--- src/rtl/ctpdm_map.svh ---
`ifndef CTPDM_MAP_SVH
`define CTPDM_MAP_SVH

// register index of the trim value; byte address is four times the index
`define CTPDM_TRIM_IDX      8'ha6
`define CTPDM_TRIM_ADDR     10'h298
`define CTPDM_TRIM_RESET    16'h8000
`define CTPDM_TRIM_LSB      0
`define CTPDM_TRIM_MSB      15
// the modulator steps once every sixteen system clocks
`define CTPDM_TICK_DIV      16
// value returned for an unmapped read
`define CTPDM_UNMAPPED_DATA 32'h0000_0000

`endif

--- src/rtl/ctpdm_pkg.sv ---
`default_nettype none
package ctpdm_pkg;
  // one avalon request as seen by the slave
  typedef struct packed {
    logic [9:0]  address;
    logic        read;
    logic        write;
    logic [31:0] writedata;
    logic [3:0]  byteenable;
  } ctpdm_req_s;

  typedef logic [15:0] ctpdm_trim_t;
endpackage
`default_nettype wire

--- src/rtl/ctpdm_accum.sv ---
`timescale 1ns/1ps
`default_nettype none
`include "ctpdm_map.svh"
module ctpdm_accum
  import ctpdm_pkg::*;
#(
  parameter int WIDTH = 16
) (
  // clock and reset
  input  wire logic             clk,
  input  wire logic             resetn,
  // step strobe and value
  input  wire logic             tick,
  input  wire logic [WIDTH-1:0] level,
  // modulated bit
  output logic                  bit_out
);
  logic [WIDTH-1:0] acc;
  logic [WIDTH-1:0] next_acc;
  logic             next_bit;
  logic [WIDTH:0]   sum;

  // first-order modulator: carry of the sum becomes the output bit
  always_comb begin
    sum      = {1'b0, acc} + {1'b0, level};
    next_acc = acc;
    next_bit = bit_out;
    if (tick) begin
      next_acc = sum[WIDTH-1:0];
      next_bit = sum[WIDTH];
    end
  end

  always_ff @(posedge clk or negedge resetn) begin
    if (!resetn) begin
      acc     <= '0;
      bit_out <= 1'b0;
    end else begin
      acc     <= next_acc;
      bit_out <= next_bit;
    end
  end
endmodule
`default_nettype wire

--- src/rtl/ctpdm_top.sv ---
// Our own choice: the Avalon-MM interface to the registers.
`timescale 1ns/1ps
`default_nettype none
`include "ctpdm_map.svh"
module ctpdm_top
  import ctpdm_pkg::*;
#(
  parameter int TICK_DIV = `CTPDM_TICK_DIV
) (
  // clock and reset
  input  wire logic        clk,
  input  wire logic        resetn,
  // avalon-mm slave
  input  wire logic [9:0]  avs_address,
  input  wire logic        avs_read,
  input  wire logic        avs_write,
  input  wire logic [31:0] avs_writedata,
  input  wire logic [3:0]  avs_byteenable,
  output logic [31:0]      avs_readdata,
  output logic             avs_waitrequest,
  // crystal trim pin
  output logic             crystal_tune_value
);
  localparam int CW       = $clog2(TICK_DIV);
  // clocks between two ticks, as a plain constant for sequence delays
  localparam int TICK_GAP = TICK_DIV - 1;

  ctpdm_req_s       req;
  ctpdm_trim_t      trim_level;
  ctpdm_trim_t      next_trim_level;
  logic [31:0]      next_readdata;
  logic             ack;
  logic             next_ack;
  logic [CW-1:0]    div_cnt;
  logic [CW-1:0]    next_div_cnt;
  logic             tick;
  logic             pdm_bit;
  logic [7:0]       since_tick;
  logic [7:0]       next_since_tick;

  // decode shared by read and write paths
  function automatic logic hit_trim(input logic [9:0] a);
    hit_trim = (a == `CTPDM_TRIM_ADDR);
  endfunction

  assign req = '{avs_address, avs_read, avs_write, avs_writedata,
                 avs_byteenable};

  // every access waits one cycle; the ack cycle completes it
  assign avs_waitrequest = (req.read | req.write) & ~ack;

  // register write, byte lanes honoured, and read data
  always_comb begin
    next_trim_level = trim_level;
    next_readdata   = avs_readdata;
    next_ack        = 1'b0;
    if ((req.read | req.write) && !ack) begin
      next_ack = 1'b1;
      if (req.write && hit_trim(req.address)) begin
        if (req.byteenable[0])
          next_trim_level[7:0] = req.writedata[7:0];
        if (req.byteenable[1])
          next_trim_level[15:8] = req.writedata[15:8];
      end
      if (req.read) begin
        if (hit_trim(req.address))
          next_readdata = {16'h0000, trim_level};
        else
          next_readdata = `CTPDM_UNMAPPED_DATA;
      end
    end
  end

  always_ff @(posedge clk or negedge resetn) begin
    if (!resetn) begin
      trim_level   <= `CTPDM_TRIM_RESET;
      avs_readdata <= 32'h0000_0000;
      ack          <= 1'b0;
    end else begin
      trim_level   <= next_trim_level;
      avs_readdata <= next_readdata;
      ack          <= next_ack;
    end
  end

  // free-running divider; a tick every TICK_DIV clocks
  always_comb begin
    tick         = (div_cnt == CW'(TICK_DIV - 1));
    next_div_cnt = tick ? '0 : div_cnt + 1'b1;
  end

  always_ff @(posedge clk or negedge resetn) begin
    if (!resetn)
      div_cnt <= '0;
    else
      div_cnt <= next_div_cnt;
  end

  // check helper: clocks since the last tick, saturating so that a stuck
  // divider cannot wrap round and pass the spacing check by chance
  always_comb begin
    next_since_tick = since_tick;
    if (tick)
      next_since_tick = 8'h00;
    else if (since_tick != 8'hff)
      next_since_tick = since_tick + 8'h01;
  end

  always_ff @(posedge clk or negedge resetn) begin
    if (!resetn)
      since_tick <= 8'h00;
    else
      since_tick <= next_since_tick;
  end

  // the stored value is fed straight in, so a write takes effect next tick
  ctpdm_accum #(
    .WIDTH (16)
  ) u_accum (
    .clk     (clk),
    .resetn  (resetn),
    .tick    (tick),
    .level   (trim_level),
    .bit_out (pdm_bit)
  );

  // pin comes from the modulator flop; filtered externally
  assign crystal_tune_value = pdm_bit;
endmodule
`default_nettype wire

--- config.mk ---
export PLATFORM = sky130hd
export DESIGN_NAME = ctpdm_top
export DESIGN_NICKNAME = d
export VERILOG_FILES = /design/src/rtl/ctpdm_pkg.sv /design/src/rtl/ctpdm_accum.sv /design/src/rtl/ctpdm_top.sv
export VERILOG_INCLUDE_DIRS = /design/src /design/src/rtl
export SDC_FILE = /design/constraint.sdc
export NUM_CORES = 1
export LEC_CHECK = 0
export BUFFER_PORTS_ARGS = -buffer_cell sky130_fd_sc_hd__buf_4
export CORE_ASPECT_RATIO = 2
export CORE_UTILIZATION = 50
export CTS_CLUSTER_SIZE = 30
export DETAILED_ROUTE_END_ITERATION = 8
export GPL_ROUTABILITY_DRIVEN = 0
export PLACE_DENSITY = 0.77
export SYNTH_ARGS = -nofsm -noshare
export SYNTH_HDL_FRONTEND = slang
export SYNTH_SLANG_ARGS = --single-unit
--- constraint.sdc ---
create_clock -name clk -period 2.4 [get_ports clk]
set_input_delay 0.48 -clock clk [delete_from_list [all_inputs] [get_ports clk]]
set_output_delay 0.48 -clock clk [all_outputs]
set_load 0.05 [all_outputs]
==> metrics.md, run 1 <==
| Metric | Value |
|---|---|
| Status | finished, final reports clean |
| Non-Filler Instances | 397 |
| Avg WL per Cell | roughly 15 um |
| Final Cycle Share | 97.4% |
| DRT Wirelength | 6.09 mm |
| I/O pin cnt | 84 |
| Largest net degree at the start of global routing | 55 |
| CP most frequent cell | o31ai_1 |
| Total power | ~1.9 mW |
| NetSw | 438 uW |
| Hold-fix buffers, CTS | 0 |
| Critical Path AT | 2540 ps |
| Synth warn | 0 |
| Area Overhead vs Synth | 19.1% |
| Core area | approximately 5700 um2 |
| RR Startpoint | trim_level[0] |
| TritonCTS clock tree | yes |
| Crit end category | flip-flop |
| VDD IR-drop max | 0.652 mV |
| Yosys cell types | between 50 and 60 |
| First-pass GRT wire length | 10.3 mm |
| Vias/cell | 5.73 |
| RSZ-0062 raised after global routing | false |
| Worst-path clk slew | 70 ps |
| Final Hold Fails | 0 |
| Slew headroom | 55.0% |
| Crit path launch type | flip-flop |
| Final Setup Violations | 0 |
| Die Ht | 111 um |
| Remaining DRCs | 0 |
| Syn Area/Cell | 10.5 um2 |
| Critical path, cell by cell | ha_1 > fa_1 > a21o_2 > a311oi_4 > buf_6 > o31ai_1 > o21a_1 > o31ai_1 |
| Comb pwr share | about 8.0% |
| Synthesized cell area | 2960 um2 |
| GRT Total Usage | about a fifth |
| Number of enable flip-flop cells after synthesis | 0 |
| CTS Sinks | 54 |
| Via count | between 2000 and 2500 |
| Vias in the first global route | roughly 2300 |
| Post-layout nets | 403 |
| Pre-Repair DR Iteration Count | 4 |
| Seq/Total Area, Yosys | 45.7% |
| Total CTS buffers | 5 |
| Setup CP Type | flip-flop to flip-flop |
| Maximum clock frequency | between 400 and 500 MHz |
| Multi-input gate area in the final layout | 1510 um2 |
| WP data required | 2600 ps |
| Initial antenna violation count | 0 |
| Pins over their slew limit | 0 |
| Port bufs | 49 |
| Clock buffer depth | 2 |
| Sequential Power Share | 48.5% |
| Slowest stage cell, crit path | dfrtp_1 |
| Static Leak | roughly 1.8 nW |
| WHS | 213 ps |
| #FFs+latches synth | 54 |
| Setup TNS | 0 ps |
| CTS H-tree depth | 2 |
| Tightest Hold Check Type | input pin to asynchronous set/reset pin |
| Max-capacitance violation count | 0 |
| Critical-path maximum fanout | 4 |
| Clk_lat worst skew | 290 ps |
| Min cycle time layout | 2340 ps |
| Die X | 56.4 um |
| Die area | 6250 um2 |
| Critical Path Max Stage Delay | 410 ps |
| Clock power share | a little over two fifths |
| Reg area | 1350 um2 |
| Root Driver | clkbuf_16 |
| Core Rows | 39 |
| Gate Count Post-Synth | 282 |
| Fin util | 61.8% |
| Total grt overflow | 0 |
| Filler cells | 484 |
| Most frequent cells in the layout | 53 x dfrtp_1, 53 x buf_4, 35 x nand2_1 |
| Pwr/cell area | roughly 540 nW/um2 |
| Drt first-iter violations | 60 |
| Diodes inserted | 0 |
| Placed cells | 389 |
| Cell Int Power | between 1 and 1.5 mW |
| Worst Setup SP | trim_level[0] |
| Final Skew | 3.52 ps |
| Main synth FF type | dfrtp_1 |
| Initial Util | 51.9% |
| Post-synth ARST share | 100% |
| Share of cells above drive strength 1 | 26.2% |
| ANT nets after route | 0 |
| Slew of the pin with the lowest slew margin | 676 ps |
| Post-DP HPWL | 4.61 mm |
| Sw frac | between 20% and 30% |
what timing repair did:
item | CTS | global route
endpoints found under the setup margin | 1 | 0
gates resized for setup | 1 | 0
setup buffers | 0 | 0
synthesized netlist by cell type (4+ instances only):
master / count / share of area, %
dfrtp_1: 53 / 45
nand2_1: 35 / 4.4
nor2_1: 18 / 2.3
o21ai_0: 18 / 3.0
ha_1: 17 / 7.2
a22o_1: 16 / 4.7
buf_4: 16 / 4.1
mux2_2: 16 / 6.1
a21oi_1: 15 / 2.5
clkbuf_1: 6 / 0.76
nand3_1: 6 / 1.0
o21a_1: 5 / 1.3
o31ai_1: 5 / 1.3
and3_1: 4 / 0.84
nor3_1: 4 / 0.68
xnor2_1: 4 / 1.2
xor2_1: 4 / 1.2
worst paths after layout:
| path | to | slack, ps | cells after the start |
|---|---|---|---|
| setup reg to reg | u_accum.acc[14] | 60 | 8 |
| hold reg to reg | ack | 480 | 1 |
| max in group asynchronous | trim_level[14] | 1720 | 1 |
| min in group clk | trim_level[1] | 410 | 2 |
| hold / removal | trim_level[0] | 210 | 1 |
| setup / recovery | u_accum.acc[14] | 60 | 8 |
cell families (layout without fill, tap and decap cells):
kind of cell	Yosys count	count (layout)	share of synthesized area [%]
AOI/OAI and AO/OA	77	77	18.7
xor gates and xnor gates	8	8	2.37
adders and majority gates	18	18	7.86
buffers and inverters	24	63	5.11
DFF	54	54	45.7
muxes	18	18	6.76
other	1	16	0.127
and+or+nand+nor	82	82	13.4
metrics by stage:
stage / worst slack (ps) / instance area [um2]
global placement: 53.6 / 3350
global route: 4.09 / 3530
floorplan: 209 / 3020
finish: 61.3 / 3530
detailed placement: 1.99 / 3350
CTS: 76.2 / 3530
power groups by stage:
stage	Clock [mW]	Sequential, mW	Combinational [mW]
final	0.826	0.920	0.152
after global routing	0.884	0.921	0.165
after CTS	0.854	0.920	0.154
after detailed placement	0	0.938	0.154
after global placement	0	0.938	0.152
after floorplan	0	0.937	0.107
worst max-delay path, delay by kind of cell (launching register included):
family	cells	cell delay [ps]
AOI/OAI and AO/OA	5	1020
adders and majority gates	2	650
buffers and inverters	1	170
DFF	1	410
registers in the layout, indices dropped and copies added (netlist names):
signal / cells
trim_level: 16
u_accum.acc: 16
u_accum.bit_out: 1
ack: 1
div_cnt: 4
avs_readdata: 16
routing by layer:
metal	vias up	share of wire, %	GRT usage [%]
met5	-	0	0
met4	0	4.1	10.6
met3	17	3.9	3.15
met2	65	54	37.3
met1	1083	38	22.7
li1	1108	-	-
cell type report:
type / instances / share of cell area (%)
multi-input cells: 219 / 42.9
flip-flops and latches: 54 / 38.3
repair buffers: 54 / 11.6
clock buffers: 5 / 3.55
well taps: 61 / 2.16
clock inverters: 3 / 1.35
inverters: 1 / 0.106
(Power assumes the default switching activity.)
==> run 2: changes to the inputs <==
--- a/config.mk
+++ b/config.mk
@@ -7,12 +7,14 @@
 export NUM_CORES = 1
 export LEC_CHECK = 0
 export BUFFER_PORTS_ARGS = -buffer_cell sky130_fd_sc_hd__buf_4
+export CELL_PAD_IN_SITES_DETAIL_PLACEMENT = 1
+export CELL_PAD_IN_SITES_GLOBAL_PLACEMENT = 1
 export CORE_ASPECT_RATIO = 2
-export CORE_UTILIZATION = 50
+export CORE_UTILIZATION = 40
 export CTS_CLUSTER_SIZE = 30
 export DETAILED_ROUTE_END_ITERATION = 8
 export GPL_ROUTABILITY_DRIVEN = 0
-export PLACE_DENSITY = 0.77
+export PLACE_DENSITY_LB_ADDON = 0.1
 export SYNTH_ARGS = -nofsm -noshare
 export SYNTH_HDL_FRONTEND = slang
 export SYNTH_SLANG_ARGS = --single-unit
==> run 2 against run 1 <==
Register-to-register slack better by 50 ps. Non-clock buffer count is 1 higher. Final cell count is 8.1% higher. Clock power is 13% lower. Flip-flop and latch count stayed put. Critical endpoint unchanged. Highest routed layer unchanged.
==> metrics.md, run 2 (synthesis gave the netlist of run 1 again) <==
| Metric | Value |
|---|---|
| Status | finished, final reports clean |
| Reg area | 1350 um2 |
| First-pass GRT wire length | 11.6 mm |
| Critical Path AT | 2490 ps |
| Post-layout nets | 404 |
| Hold-fix buffers, CTS | 0 |
| Share of cells above drive strength 1 | roughly a quarter |
| Initial antenna violation count | 0 |
| Placed instance area | 3400 um2 |
| Commonest non-fill, non-tap cell in the layout | buf_4 |
| Avg WL per Cell | 16.8 um |
| Slew headroom | 54.4% |
| Worst-path clk slew | 70 ps |
| Crit end category | flip-flop |
| Min cycle time layout | around 2300 ps |
| DRT Wirelength | between 7 and 8 mm |
| I/O pin cnt | 84 |
| Via count | 2304 |
| Final Setup Violations | 0 |
| Multi-input gate area in the final layout | roughly 1500 um2 |
| Die X | approximately 63 um |
| Pwr/cell area | 507 nW/um2 |
| Most frequent cells in the layout | 55 x buf_4, 53 x dfrtp_1, 35 x nand2_1 |
| Core Rows | 44 |
| Resized Gates After CTS | 0 |
| Slew of the pin with the lowest slew margin | about 680 ps |
| Largest net degree at the start of global routing | 55 |
| Vias in the first global route | between 2000 and 2500 |
| Area Overhead vs Synth | 19.6% |
| Clock buffer depth | 2 |
| GR peak layer | met2 |
| Diodes inserted | 0 |
| Final Cycle Share | 95.3% |
| WP data required | 2600 ps |
| Initial Util | 41.1% |
| Total grt overflow | 0 |
| Setup TNS | 0 ps |
| Tightest Hold Check Type | input pin to asynchronous set/reset pin |
| Final Cell Area | 3540 um2 |
| Die area | roughly 7800 um2 |
| GRT Total Usage | between 10% and 20% |
| ANT nets after route | 0 |
| Setup bufs post-CTS | 0 |
| Core area | ~7200 um2 |
| Total CTS buffers | 5 |
| Met2 Resource Use GR | 41.2% |
| VDD IR-drop max | between 0.4 and 0.5 mV |
| Vias/cell | 5.37 |
| Clk_lat worst skew | 290 ps |
| Pre-Repair DR Iteration Count | 6 |
| Final Hold Fails | 0 |
| Post-DP HPWL | 5.68 mm |
| Drt first-iter violations | 73 |
| CTS Sinks | 54 |
| Top Registers | avs_readdata (16), trim_level (16), u_accum.acc (16) |
| Critical-path maximum fanout | 4 |
| Port bufs | 49 |
| Crit path launch type | flip-flop |
| CTS H-tree depth | 2 |
| Max-capacitance violation count | 0 |
| Root Driver | clkbuf_16 |
| TritonCTS clock tree | yes |
| RSZ-0062 raised after global routing | false |
| Final Skew | between 1.5 and 2 ps |
| Die Ht | roughly 120 um |
| Filler cells | 840 |
| Remaining DRCs | 0 |
| Static Leak | ~1.8 nW |
| Pins over their slew limit | 0 |
| Maximum clock frequency | around 440 MHz |
| Met1 GRT Util | 19.1% |
| Setup CP Type | flip-flop to flip-flop |
| M3 GR Usage | 3.30% |
run 2: cell types whose count changed in the layout (fill, tap and decap cells not counted):
cell       before  now
bufinv_16       1    0
inv_6           1    0
buf_6           1    0
buf_4          53   55
clkinv_2        0    1
clkbuf_1        0    1
run 2: metrics by stage:
| step | hold slack, ps | setup WS [ps] | cells | power, mW | util [%] |
|---|---|---|---|---|---|
| floorplan | 184 | 209 | 297 | 1.04 | - |
| global placement | 464 | 76.2 | 421 | 1.09 | 47.1 |
| detailed placement | 469 | 43.3 | 421 | 1.10 | 47.1 |
| CTS | 254 | 8.04 | 429 | 1.82 | 49.1 |
| global route | 285 | 11.3 | 429 | 1.86 | 49.1 |
| finish | 221 | 112 | 429 | 1.79 | 49.1 |
run 2: power by group:
part	internal (mW)	switching [mW]	leakage (nW)
clock	0.388	0.331	0.0708
sequential	0.916	0.00508	0.745
combinational	0.0466	0.108	0.966
run 2: area by class of cell:
cell class / count / area share, %
sequential: 54 / 38.2
tap: 92 / 3.25
inverter: 1 / 0.106
multi-input combinational: 219 / 42.8
timing repair buffer: 55 / 11.7
clock inverter: 2 / 0.389
clock buffer: 6 / 3.64
run 2: path summary, 6_finish.rpt:
| check | to | cells after the start | slack [ps] | start |
|---|---|---|---|---|
| min in group clk | trim_level[14] | 2 | 420 | avs_writedata[14] |
| max in group asynchronous | u_accum.acc[11] | 1 | 1720 | resetn |
| hold / removal | avs_readdata[7] | 1 | 220 | resetn |
| setup / recovery | u_accum.acc[14] | 8 | 110 | trim_level[0] |
| hold reg to reg | u_accum.acc[0] | 2 | 480 | u_accum.acc[0] |
| setup reg to reg | u_accum.acc[14] | 8 | 110 | trim_level[0] |
run 2: metal layers:
layer | vias up | share of wire (%) | routed length (um)
li1 | 1105 | - | -
met4 | 0 | 1.5 | 106
met1 | 1138 | 36 | 2600
met5 | - | 0 | 0
met3 | 5 | 3.2 | 232
met2 | 56 | 59 | 4260
run 2: critical path: stages, from the launching register on:
cell	delay [ps]
dfrtp_1	390
ha_1	230
fa_1	410
a21o_2	260
a311oi_4	260
buf_4	190
o31ai_1	100
o21a_1	190
o31ai_1	180
